File: config.mk
export PLATFORM = sky130hd
export DESIGN_NAME = lovd_top
export DESIGN_NICKNAME = d
export VERILOG_FILES = /design/src/inc/lovd_pkg.sv /design/src/core/lovd_run_counter.sv /design/src/core/lovd_top.sv
export SDC_FILE = /design/constraint.sdc
export NUM_CORES = 1
export LEC_CHECK = 0
export ABC_AREA = 1
export BUFFER_PORTS_ARGS = -buffer_cell sky130_fd_sc_hd__buf_2
export CORE_ASPECT_RATIO = 0.7
export CORE_MARGIN = 2
export CORE_UTILIZATION = 28
export DETAILED_ROUTE_END_ITERATION = 10
export PLACE_DENSITY = 0.43
export SLEW_MARGIN = 20
export SYNTH_ARGS = -nofsm -noshare
export SYNTH_HDL_FRONTEND = slang
export SYNTH_SLANG_ARGS = --single-unit
File: constraint.sdc
create_clock -name clk_sys -period 12.8 [get_ports clk_sys]
set_input_delay 0.64 -clock clk_sys [delete_from_list [all_inputs] [get_ports clk_sys]]
set_output_delay 0.64 -clock clk_sys [all_outputs]
set_load 0.05 [all_outputs]
File: src/inc/lovd_pkg.sv
// Constants for the local overvoltage detector
// Assumes one 25 MHz system clock and a 12-bit sense sample stream
package lovd_pkg;

	// ***********************************************
	// Register map
	// ***********************************************
	localparam logic [7:0] LOVD_LIMIT_ADDR   = 8'h32;
	localparam logic [7:0] LOVD_LIMIT_RESET  = 8'h00;
	localparam int         LOVD_CODE_MSB     = 7;
	localparam int         LOVD_CODE_LSB     = 3;
	localparam int         LOVD_RSVD_BIT     = 2;
	localparam int         LOVD_CNT_MSB      = 1;
	localparam int         LOVD_CNT_LSB      = 0;

	// ***********************************************
	// Threshold arithmetic
	// ***********************************************
	localparam int         LOVD_ADC_W        = 12;
	localparam logic [6:0] LOVD_CODE_BASE    = 7'h59;
	localparam int         LOVD_DIV_SHIFT    = 7;
	localparam int         LOVD_ACC_W        = 24;

	// ***********************************************
	// Timing
	// ***********************************************
	localparam int         LOVD_CLK_MHZ      = 25;
	localparam int         LOVD_PERIOD_US    = 80;
	localparam int         LOVD_PERIOD_CYC   = LOVD_PERIOD_US * LOVD_CLK_MHZ;
	localparam int         LOVD_PCNT_W       = 12;

	typedef enum logic [1:0] {
		LOVD_IDLE  = 2'b00,
		LOVD_ACCUM = 2'b01,
		LOVD_JUDGE = 2'b10
	} lovd_state_e;

endpackage

File: src/core/lovd_run_counter.sv
// Counts unbroken over-threshold periods and raises the fault flag
// Assumes one judge pulse per sampling period
`timescale 1ns/10ps
module lovd_run_counter
	import lovd_pkg::*;
(
	input  wire logic       clk_sys,
	input  wire logic       sys_rst,
	input  wire logic       judge,
	input  wire logic       over,
	input  wire logic [1:0] need_sel,
	output logic            fault_flag,
	output logic [2:0]      run_len
);

	logic [2:0] next_run;
	logic [2:0] need;
	logic       reached;

	// ***********************************************
	// Run length
	// ***********************************************
	assign need     = {1'b0, need_sel} + 3'h1;
	assign next_run = !judge ? run_len :
	                  !over ? 3'h0 :
	                  (run_len == 3'h4) ? run_len : run_len + 3'h1;
	assign reached  = judge && over && (next_run >= need);

	always_ff @(posedge clk_sys) begin
		if (sys_rst) begin
			run_len    <= 3'h0;
			fault_flag <= 1'b0;
		end else begin
			run_len    <= next_run;
			if (judge)
				fault_flag <= reached;
		end
	end

endmodule

File: src/core/lovd_top.sv
// Local overvoltage detector: register, period averaging, threshold compare
// Assumes sense samples arrive with a valid strobe, scaled so full scale is 1.55 V
//
// Function
// - A five-bit limit code sets the limit, code zero at 107.7 percent, 1.21 percent per step.
// - Threshold equals (89 + code) / 128 of the 1.55 V full scale.
// - A period is over-threshold when its average sense voltage exceeds the threshold.
// - Each averaged comparison covers one 80 microsecond period.
// - With several samples required, the flag sets only if every required period was over.
// - The two-bit count field asks for one, two, three or four over-threshold periods.
`timescale 1ns/10ps
module lovd_top
	import lovd_pkg::*;
(
	input  wire logic                  clk_sys,
	input  wire logic                  sys_rst,
	input  wire logic [7:0]            reg_addr,
	input  wire logic                  reg_wr,
	input  wire logic [7:0]            reg_wdata,
	output logic      [7:0]            reg_rdata,
	input  wire logic                  sense_valid,
	input  wire logic [LOVD_ADC_W-1:0] local_sense_voltage,
	output logic                       overvoltage_fault_flag,
	output logic                       period_over,
	output logic                       period_done
);

	// ***********************************************
	// Configuration register
	// ***********************************************
	logic [7:0] local_overvoltage_limit;
	wire        sel_limit = (reg_addr == LOVD_LIMIT_ADDR);
	wire  [4:0] local_limit_code = local_overvoltage_limit[LOVD_CODE_MSB:LOVD_CODE_LSB];
	wire  [1:0] over_limit_sample_count = local_overvoltage_limit[LOVD_CNT_MSB:LOVD_CNT_LSB];
	wire  [7:0] next_rdata = sel_limit ? local_overvoltage_limit : 8'h00;

	always_ff @(posedge clk_sys) begin
		if (sys_rst) begin
			local_overvoltage_limit <= LOVD_LIMIT_RESET;
			reg_rdata               <= 8'h00;
		end else begin
			if (reg_wr && sel_limit)
				local_overvoltage_limit <= reg_wdata;
			reg_rdata <= next_rdata;
		end
	end

	// ***********************************************
	// Threshold
	// ***********************************************
	// Full-scale ADC code stands for 1.55 V, so threshold = (89+code)*FS/128
	wire [6:0]  thr_num = LOVD_CODE_BASE + {2'b00, local_limit_code};
	wire [18:0] thr_prod = {12'h000, thr_num} * {7'h00, {LOVD_ADC_W{1'b1}}};
	wire [LOVD_ADC_W-1:0] thr_code = thr_prod[LOVD_DIV_SHIFT +: LOVD_ADC_W];

	// ***********************************************
	// Period averaging
	// ***********************************************
	lovd_state_e state;
	lovd_state_e next_state;
	logic [LOVD_PCNT_W-1:0] pcnt;
	logic [LOVD_ACC_W-1:0]  acc;
	logic [LOVD_PCNT_W-1:0] nsamp;
	logic                   judge;
	logic                   over;

	wire period_end = (pcnt == LOVD_PCNT_W'(LOVD_PERIOD_CYC - 1));
	wire [LOVD_ACC_W-1:0] thr_total = LOVD_ACC_W'({12'h000, thr_code} * {12'h000, nsamp});
	wire avg_over = (nsamp != '0) && (acc > thr_total);
	wire                   judge_now  = (state == LOVD_JUDGE);
	wire                   restart    = (state != LOVD_ACCUM);
	wire [LOVD_ACC_W-1:0]  acc_base   = restart ? '0 : acc;
	wire [LOVD_PCNT_W-1:0] nsamp_base = restart ? '0 : nsamp;
	wire [LOVD_ACC_W-1:0]  next_acc   = sense_valid ?
	                                    acc_base + LOVD_ACC_W'(local_sense_voltage) : acc_base;
	wire [LOVD_PCNT_W-1:0] next_nsamp = sense_valid ? nsamp_base + 1'b1 : nsamp_base;

	always_comb begin
		case (state)
			LOVD_IDLE:  next_state = LOVD_ACCUM;
			LOVD_ACCUM: next_state = period_end ? LOVD_JUDGE : LOVD_ACCUM;
			LOVD_JUDGE: next_state = LOVD_ACCUM;
			default:    next_state = LOVD_IDLE;
		endcase
	end

	always_ff @(posedge clk_sys) begin
		if (sys_rst) begin
			state <= LOVD_IDLE;
			pcnt  <= '0;
			acc   <= '0;
			nsamp <= '0;
			judge <= 1'b0;
			over  <= 1'b0;
		end else begin
			state <= next_state;
			judge <= judge_now;
			if (judge_now)
				over <= avg_over;
			if (state != LOVD_IDLE && !period_end)
				pcnt <= pcnt + 1'b1;
			else
				pcnt <= '0;
			acc   <= next_acc;
			nsamp <= next_nsamp;
		end
	end

	// ***********************************************
	// Consecutive period count
	// ***********************************************
	lovd_run_counter u_run (
		.clk_sys    (clk_sys),
		.sys_rst    (sys_rst),
		.judge      (judge_now),
		.over       (avg_over),
		.need_sel   (over_limit_sample_count),
		.fault_flag (overvoltage_fault_flag),
		.run_len    ()
	);

	assign period_over = over;
	assign period_done = judge;

endmodule

==> results of run 1 <==
sequential cells by signal, indices dropped and copies added (netlist names):
register / cells
state: 2
nsamp: 12
local_overvoltage_limit: 8
u_run.fault_flag: 1
u_run.run_len: 3
period_done: 1
acc: 24
pcnt: 12
period_over: 1
reg_rdata: 8
kinds of logic (layout without fill, tap and decap cells):
logic type | count (synthesis) | in the layout | share of synthesized area, %
buffers and inverters | 333 | 363 | 11.8
adders and majority gates | 259 | 259 | 37.5
and+or+nand+nor | 654 | 654 | 26.0
xor gates and xnor gates | 36 | 36 | 2.90
AOI/OAI and AO/OA | 174 | 174 | 8.67
DFF | 72 | 72 | 13.2
cell usage in the layout (no fill, tap or decap), types with 3 or more instances in the layout:
cell,n
sky130_fd_sc_hd__a31oi_1,3
sky130_fd_sc_hd__o21ai_0,42
sky130_fd_sc_hd__o21a_1,4
sky130_fd_sc_hd__nor2_1,196
sky130_fd_sc_hd__nor3_1,14
sky130_fd_sc_hd__buf_2,42
sky130_fd_sc_hd__clkinvlp_4,4
sky130_fd_sc_hd__nand4_1,18
sky130_fd_sc_hd__nand3b_1,7
sky130_fd_sc_hd__ha_1,147
sky130_fd_sc_hd__xor2_1,27
sky130_fd_sc_hd__o21bai_1,6
sky130_fd_sc_hd__inv_2,5
sky130_fd_sc_hd__nand2_2,3
sky130_fd_sc_hd__a21oi_1,97
sky130_fd_sc_hd__o21ai_1,4
sky130_fd_sc_hd__nor2_4,3
sky130_fd_sc_hd__a21o_1,6
sky130_fd_sc_hd__dfxtp_1,72
sky130_fd_sc_hd__nand3_1,117
sky130_fd_sc_hd__fa_1,112
sky130_fd_sc_hd__inv_1,298
sky130_fd_sc_hd__nand2_1,272
sky130_fd_sc_hd__xnor2_1,9
sky130_fd_sc_hd__and2_1,3
sky130_fd_sc_hd__nand2_4,3
sky130_fd_sc_hd__clkbuf_16,9
sky130_fd_sc_hd__or2_2,6
sky130_fd_sc_hd__a21boi_0,5
sky130_fd_sc_hd__nor2_2,4
sky130_fd_sc_hd__o31ai_1,3
layout make-up:
type	count	area (um^2)	area share, %
flip-flops and latches	72	1440	12.1
well taps	527	659	5.53
multi-input cells	1123	8170	68.4
repair buffers	44	225	1.89
clock buffers	9	225	1.89
inverters	303	1140	9.53
clock inverters	7	80.1	0.671
synthesized netlist by cell type, types with 6 or more instances:
library cell	instances
sky130_fd_sc_hd__buf_2	6
sky130_fd_sc_hd__a21o_1	6
sky130_fd_sc_hd__nor2_1	196
sky130_fd_sc_hd__xor2_1	27
sky130_fd_sc_hd__clkbuf_1	19
sky130_fd_sc_hd__or2_2	6
sky130_fd_sc_hd__o21ai_0	42
sky130_fd_sc_hd__nand3_1	117
sky130_fd_sc_hd__a21oi_1	97
sky130_fd_sc_hd__nand4_1	18
sky130_fd_sc_hd__xnor2_1	9
sky130_fd_sc_hd__dfxtp_1	72
sky130_fd_sc_hd__fa_1	112
sky130_fd_sc_hd__nand3b_1	7
sky130_fd_sc_hd__inv_1	298
sky130_fd_sc_hd__o21bai_1	6
sky130_fd_sc_hd__ha_1	147
sky130_fd_sc_hd__nor3_1	14
sky130_fd_sc_hd__nand2_1	272
per-layer routing:
metal / vias to the layer above / global-route usage, % / wire length (um)
met5: - / 0 / 0
met4: 0 / 2.99 / 349
met3: 22 / 2.33 / 1410
met2: 171 / 21.7 / 11100
met1: 4391 / 26.0 / 17100
li1: 4840 / - / -
worst max path at each step:
stage,startpoint,endpoint,slack [ps],depth (start not counted)
CTS,local_overvoltage_limit[3],u_run.fault_flag,1510,51
finish,local_overvoltage_limit[3],u_run.fault_flag,1620,48
global placement,local_overvoltage_limit[3],u_run.fault_flag,1600,52
floorplan,local_overvoltage_limit[3],u_run.fault_flag,3050,51
detailed placement,local_overvoltage_limit[3],u_run.fault_flag,1600,51
global route,local_overvoltage_limit[3],u_run.fault_flag,570,51
power by group through the flow:
stage	clock network, mW	logic, mW	registers [mW]
after detailed placement	0	0.162	0.237
after global placement	0	0.163	0.237
after CTS	0.273	0.163	0.232
after floorplan	0	0.116	0.235
after global routing	0.284	0.190	0.232
final	0.266	0.163	0.232
worst max-delay path, delay by kind of cell, from the launching register on:
kind	cells	cell delay, ps
compound gates	5	880
fa+ha+maj	14	6010
buf+inv	10	1030
flops	1	610
simple gates	19	2510
==> results.toml, run 1 <==
[run_status]
status = "finished clean"

[global_routing]
grt_pass1_vias = 9638
grt_first_pass_wirelength_mm = 51.5
grt_max_degree = 33
grt_util_all_layers_pct = 16.0
grt_overflow = 0
initial_antenna_violation_count = 0

[place]
post_dp_cell_area_um2 = 11600
dp_hpwl_mm = 25.8
gpl.final_weighted_congestion = 0.866
post-place-ws_ps = 1600
buffer_ports.inserted = 42
placed_instances = 2069

[logic_synthesis]
synthesis.yosys.warnings = 0
post-synth-top-area-fraction_pct = 20.6
synth_top_flop_cell = "sky130_fd_sc_hd__dfxtp_1"
yosys-top-cells-area = "sky130_fd_sc_hd__fa_1 21%, sky130_fd_sc_hd__ha_1 17%, sky130_fd_sc_hd__dfxtp_1 13%, sky130_fd_sc_hd__inv_1 10%, sky130_fd_sc_hd__nand2_1 9.4%"
asyncSetResetFlopFracSynth_pct = 0
synth_area_leader_cell = "sky130_fd_sc_hd__fa_1"
synthesized_instance_count = 1528
synth_edf_count = 0
postSynthRegisterBits = 72
seq_area_frac_synth_pct = 13.2
total_standard_cell_area_after_synthesis_um2 = 10900
synth_area_per_cell_um2 = 7.12
synth_fp_nets = 1819
yosys_cell_types = 40

[worst_hold_path]
hold_path_class = "reg2reg"
hold-path-endpoint = "reg_rdata[2]"
worstHoldStart = "local_overvoltage_limit[2]"
min_delay_path_depth = 2

[cells_and_area]
layout-area-overhead-vs-synth_pct = 9.62
design.final.nets = 1844
num-fill-cells = 4252
utilization_pct = 31.1
drive_above_1_share_pct = 5.71
finalNonFillerCells = 2085
antenna_cells = 0
stdcell_area_um2 = 11900

[run]
max-cap-violations = 0

[timing]
hold_viol = 0
report.final.slew_viol_count = 0
report.final.setup_viol = 0
final.min_clock_period_ps = 11180
max_slew.worst_pin.slew_ps = 966
layout_setup_ws_ps = 1620
relSlewSlack_pct = 35.3
clock_skew_ps = 8.39
fin_tns_setup_ps = 0
rsz0062_at_grt = "no"
fmaxAchievable_mhz = 89.4
whs_ps = 434
period_share_pct = 87.4

[floorplan]
die_x_um = 240
rows = 60
fp.dieH_um = 169
initial_utilization_pct = 28.4
floorplan.core_area_um2 = 38400
dieArea_um2 = 40500
ioPinCount = 43

[pwr]
combPwrFrac_pct = 24.7
intPower_uw = 431
peakVddDrop_mv = 0.0654
power.net_switching_uw = 230
share_clk_of_total_power_pct = 40.2
p_sw_share_pct = 34.8
sequentialPowerShare_pct = 35.1
power.density_cell_area_nw_per_um2 = 55.4
p_leak_nw = 6.15
total_power_uw = 661

[critical_path]
crit-reg2reg-capture = "u_run.fault_flag"
critical_path_end_type = "flip-flop"
cp_max_fo = 8
crit_required_ps = 13000
regToRegSetupSlack_ps = 1620
rr_startpoint = "local_overvoltage_limit[3]"
reg2reg_depth = 48
crit_arrival_ps = 11380
cpPeakStageDelay_ps = 610
startpoint_type = "flip-flop"
critical_path.most_common_cell = "sky130_fd_sc_hd__inv_1"
crit_type = "reg2reg"
slowest_stage = "sky130_fd_sc_hd__dfxtp_1"

[drt]
detail_route.vias_per_cell = 4.52
vias = 9424
drt_pass1_iterations = 5
antenna_left = 0
drtIter0Drc = 599
wl_per_cell_um = 14.4
drc_errors = 0
routed_wirelength_mm = 30.0

[cts]
post-cts-setup-buffers = 0
max-clock-path-buffers = 2
h-tree-depth = 3
clock-sinks = 72
cts-hold-fix-buffers = 0
resized_after_cts = 0
cts.clk_slew.worst_paths_ps = 60
worst_skew_pair.late_latency_ps = 340
clk_root_buffer_cell = "sky130_fd_sc_hd__clkbuf_16"
tritoncts = "yes"
cts_made_buffers = 9
Power figures use the tool's default switching activity.
==> inputs of run 2 (changes only) <==
--- a/config.mk
+++ b/config.mk
@@ -12,6 +12,7 @@
 export CORE_UTILIZATION = 28
 export DETAILED_ROUTE_END_ITERATION = 10
 export PLACE_DENSITY = 0.43
+export RECOVER_POWER = 25
 export SLEW_MARGIN = 20
 export SYNTH_ARGS = -nofsm -noshare
 export SYNTH_HDL_FRONTEND = slang
==> results.toml, run 2 (same netlist as run 1, synthesis figures left out) <==
[run_status]
status = "finished with violations"
violated_checks = "capacitance limit, slew limit"

[cells_and_area]
layout_top_registers = "acc (24), nsamp (12), pcnt (12)"
final_common_cell = "sky130_fd_sc_hd__inv_1"
antenna_cells = 0
utilization_pct = 31.1
seq_area_um2 = 1440
multi_input_comb_area_um2 = 8160
mostFrequentLayoutCells = "298 x sky130_fd_sc_hd__inv_1, 273 x sky130_fd_sc_hd__nand2_1, 196 x sky130_fd_sc_hd__nor2_1"
drive_above_1_share_pct = 4.81
num-fill-cells = 4265
layout-area-overhead-vs-synth_pct = 9.42
largest_register_ffs = 24
design.final.nets = 1844
top_register = "acc"

[floorplan]
die_x_um = 240
ioPinCount = 43
floorplan.core_area_um2 = 38400
fp.dieH_um = 169
initial_utilization_pct = 28.4
rows = 60
dieArea_um2 = 40500

[timing]
max_slew.worst_pin.slew_ps = 1670
period_share_pct = 87.6
clock_skew_ps = 8.79
report.final.setup_viol = 0
relSlewSlack_pct = -11.5
whs_ps = 435
fmaxAchievable_mhz = 89.2
fin_tns_setup_ps = 0
final.min_clock_period_ps = 11220
hold_viol = 0
rsz0062_at_grt = "no"
report.final.slew_viol_count = 33

[critical_path]
cp_max_fo = 8
critical_path_end_type = "flip-flop"
crit_required_ps = 12960
crit_arrival_ps = 11380
startpoint_type = "flip-flop"
cpPeakStageDelay_ps = 610
critical_path.most_common_cell = "sky130_fd_sc_hd__inv_1"
crit_type = "reg2reg"
slowest_stage = "sky130_fd_sc_hd__dfxtp_1"

[cts]
cts-hold-fix-buffers = 0
clock-sinks = 72
clk_root_buffer_cell = "sky130_fd_sc_hd__clkbuf_16"
resized_after_cts = 0
cts_made_buffers = 9
post-cts-setup-buffers = 0
h-tree-depth = 3
tritoncts = "yes"
cts.clk_slew.worst_paths_ps = 60
worst_skew_pair.late_latency_ps = 340
max-clock-path-buffers = 2

[pwr]
total_power_uw = 662
power.density_cell_area_nw_per_um2 = 55.5
p_leak_nw = 6.10
peakVddDrop_mv = 0.0654

[global_routing]
grt_pass1_vias = 9638
grt_max_degree = 33
grt_first_pass_wirelength_mm = 51.5
initial_antenna_violation_count = 0
grt_overflow = 0
grt_util_all_layers_pct = 16.0

[drt]
wl_met2_mm = 11.1
drtIter0Drc = 601
drc_errors = 0
drt_pass1_iterations = 5
wl_per_cell_um = 14.4
detail_route.vias_per_cell = 4.51
antenna_left = 0
highest_layer = "met4"
m1WireLength_mm = 17.0
routed_wirelength_mm = 30.0
vias = 9408
met3RoutedLength_mm = 1.55

[place]
dp_hpwl_mm = 25.8
gpl.final_weighted_congestion = 0.866
buffer_ports.inserted = 42

[worst_hold_path]
hold_path_class = "reg2reg"

[run]
max-cap-violations = 1
-- run 2: cell type report --
type | count | area share (%)
clock buffers | 9 | 1.89
multi-input cells | 1123 | 68.5
flip-flops and latches | 72 | 12.1
inverters | 303 | 9.55
well taps | 527 | 5.54
clock inverters | 7 | 0.672
repair buffers | 44 | 1.73
-- run 2: worst paths after layout --
kind | from | to | slack, ps | depth (start not counted)
max reg2reg | local_overvoltage_limit[3] | u_run.fault_flag | 1580 | 48
min | local_overvoltage_limit[2] | reg_rdata[2] | 440 | 2
min reg2reg | local_overvoltage_limit[2] | reg_rdata[2] | 440 | 2
max | local_overvoltage_limit[3] | u_run.fault_flag | 1580 | 48
-- run 2: critical path, delay by kind of cell, from the launching register on --
kind | cells | cell delay (ps)
AO/OA/AOI/OAI | 5 | 880
adder cells (fa/ha/maj) | 14 | 6010
buffers and inverters | 10 | 1030
flip-flops | 1 | 610
AND/OR/NAND/NOR | 19 | 2510
-- run 2: routing by layer --
metal,up-vias,global-route usage (%)
met5,-,0
met4,0,2.99
met3,20,2.33
met2,170,21.7
met1,4379,26.0
li1,4839,-
-- run 2: power breakdown --
group | switching, mW | internal (mW)
Sequential | 0.00424 | 0.228
Combinational | 0.113 | 0.0504
Clock | 0.113 | 0.153
Total | 0.230 | 0.431
-- run 2: metrics by stage --
step,std cells,instance area (um^2),setup WS (ps)
floorplan,1528,10900,3050
global placement,2069,11600,1600
detailed placement,2069,11600,1600
CTS,2085,11900,1510
global route,2085,11900,523
finish,2085,11900,1580
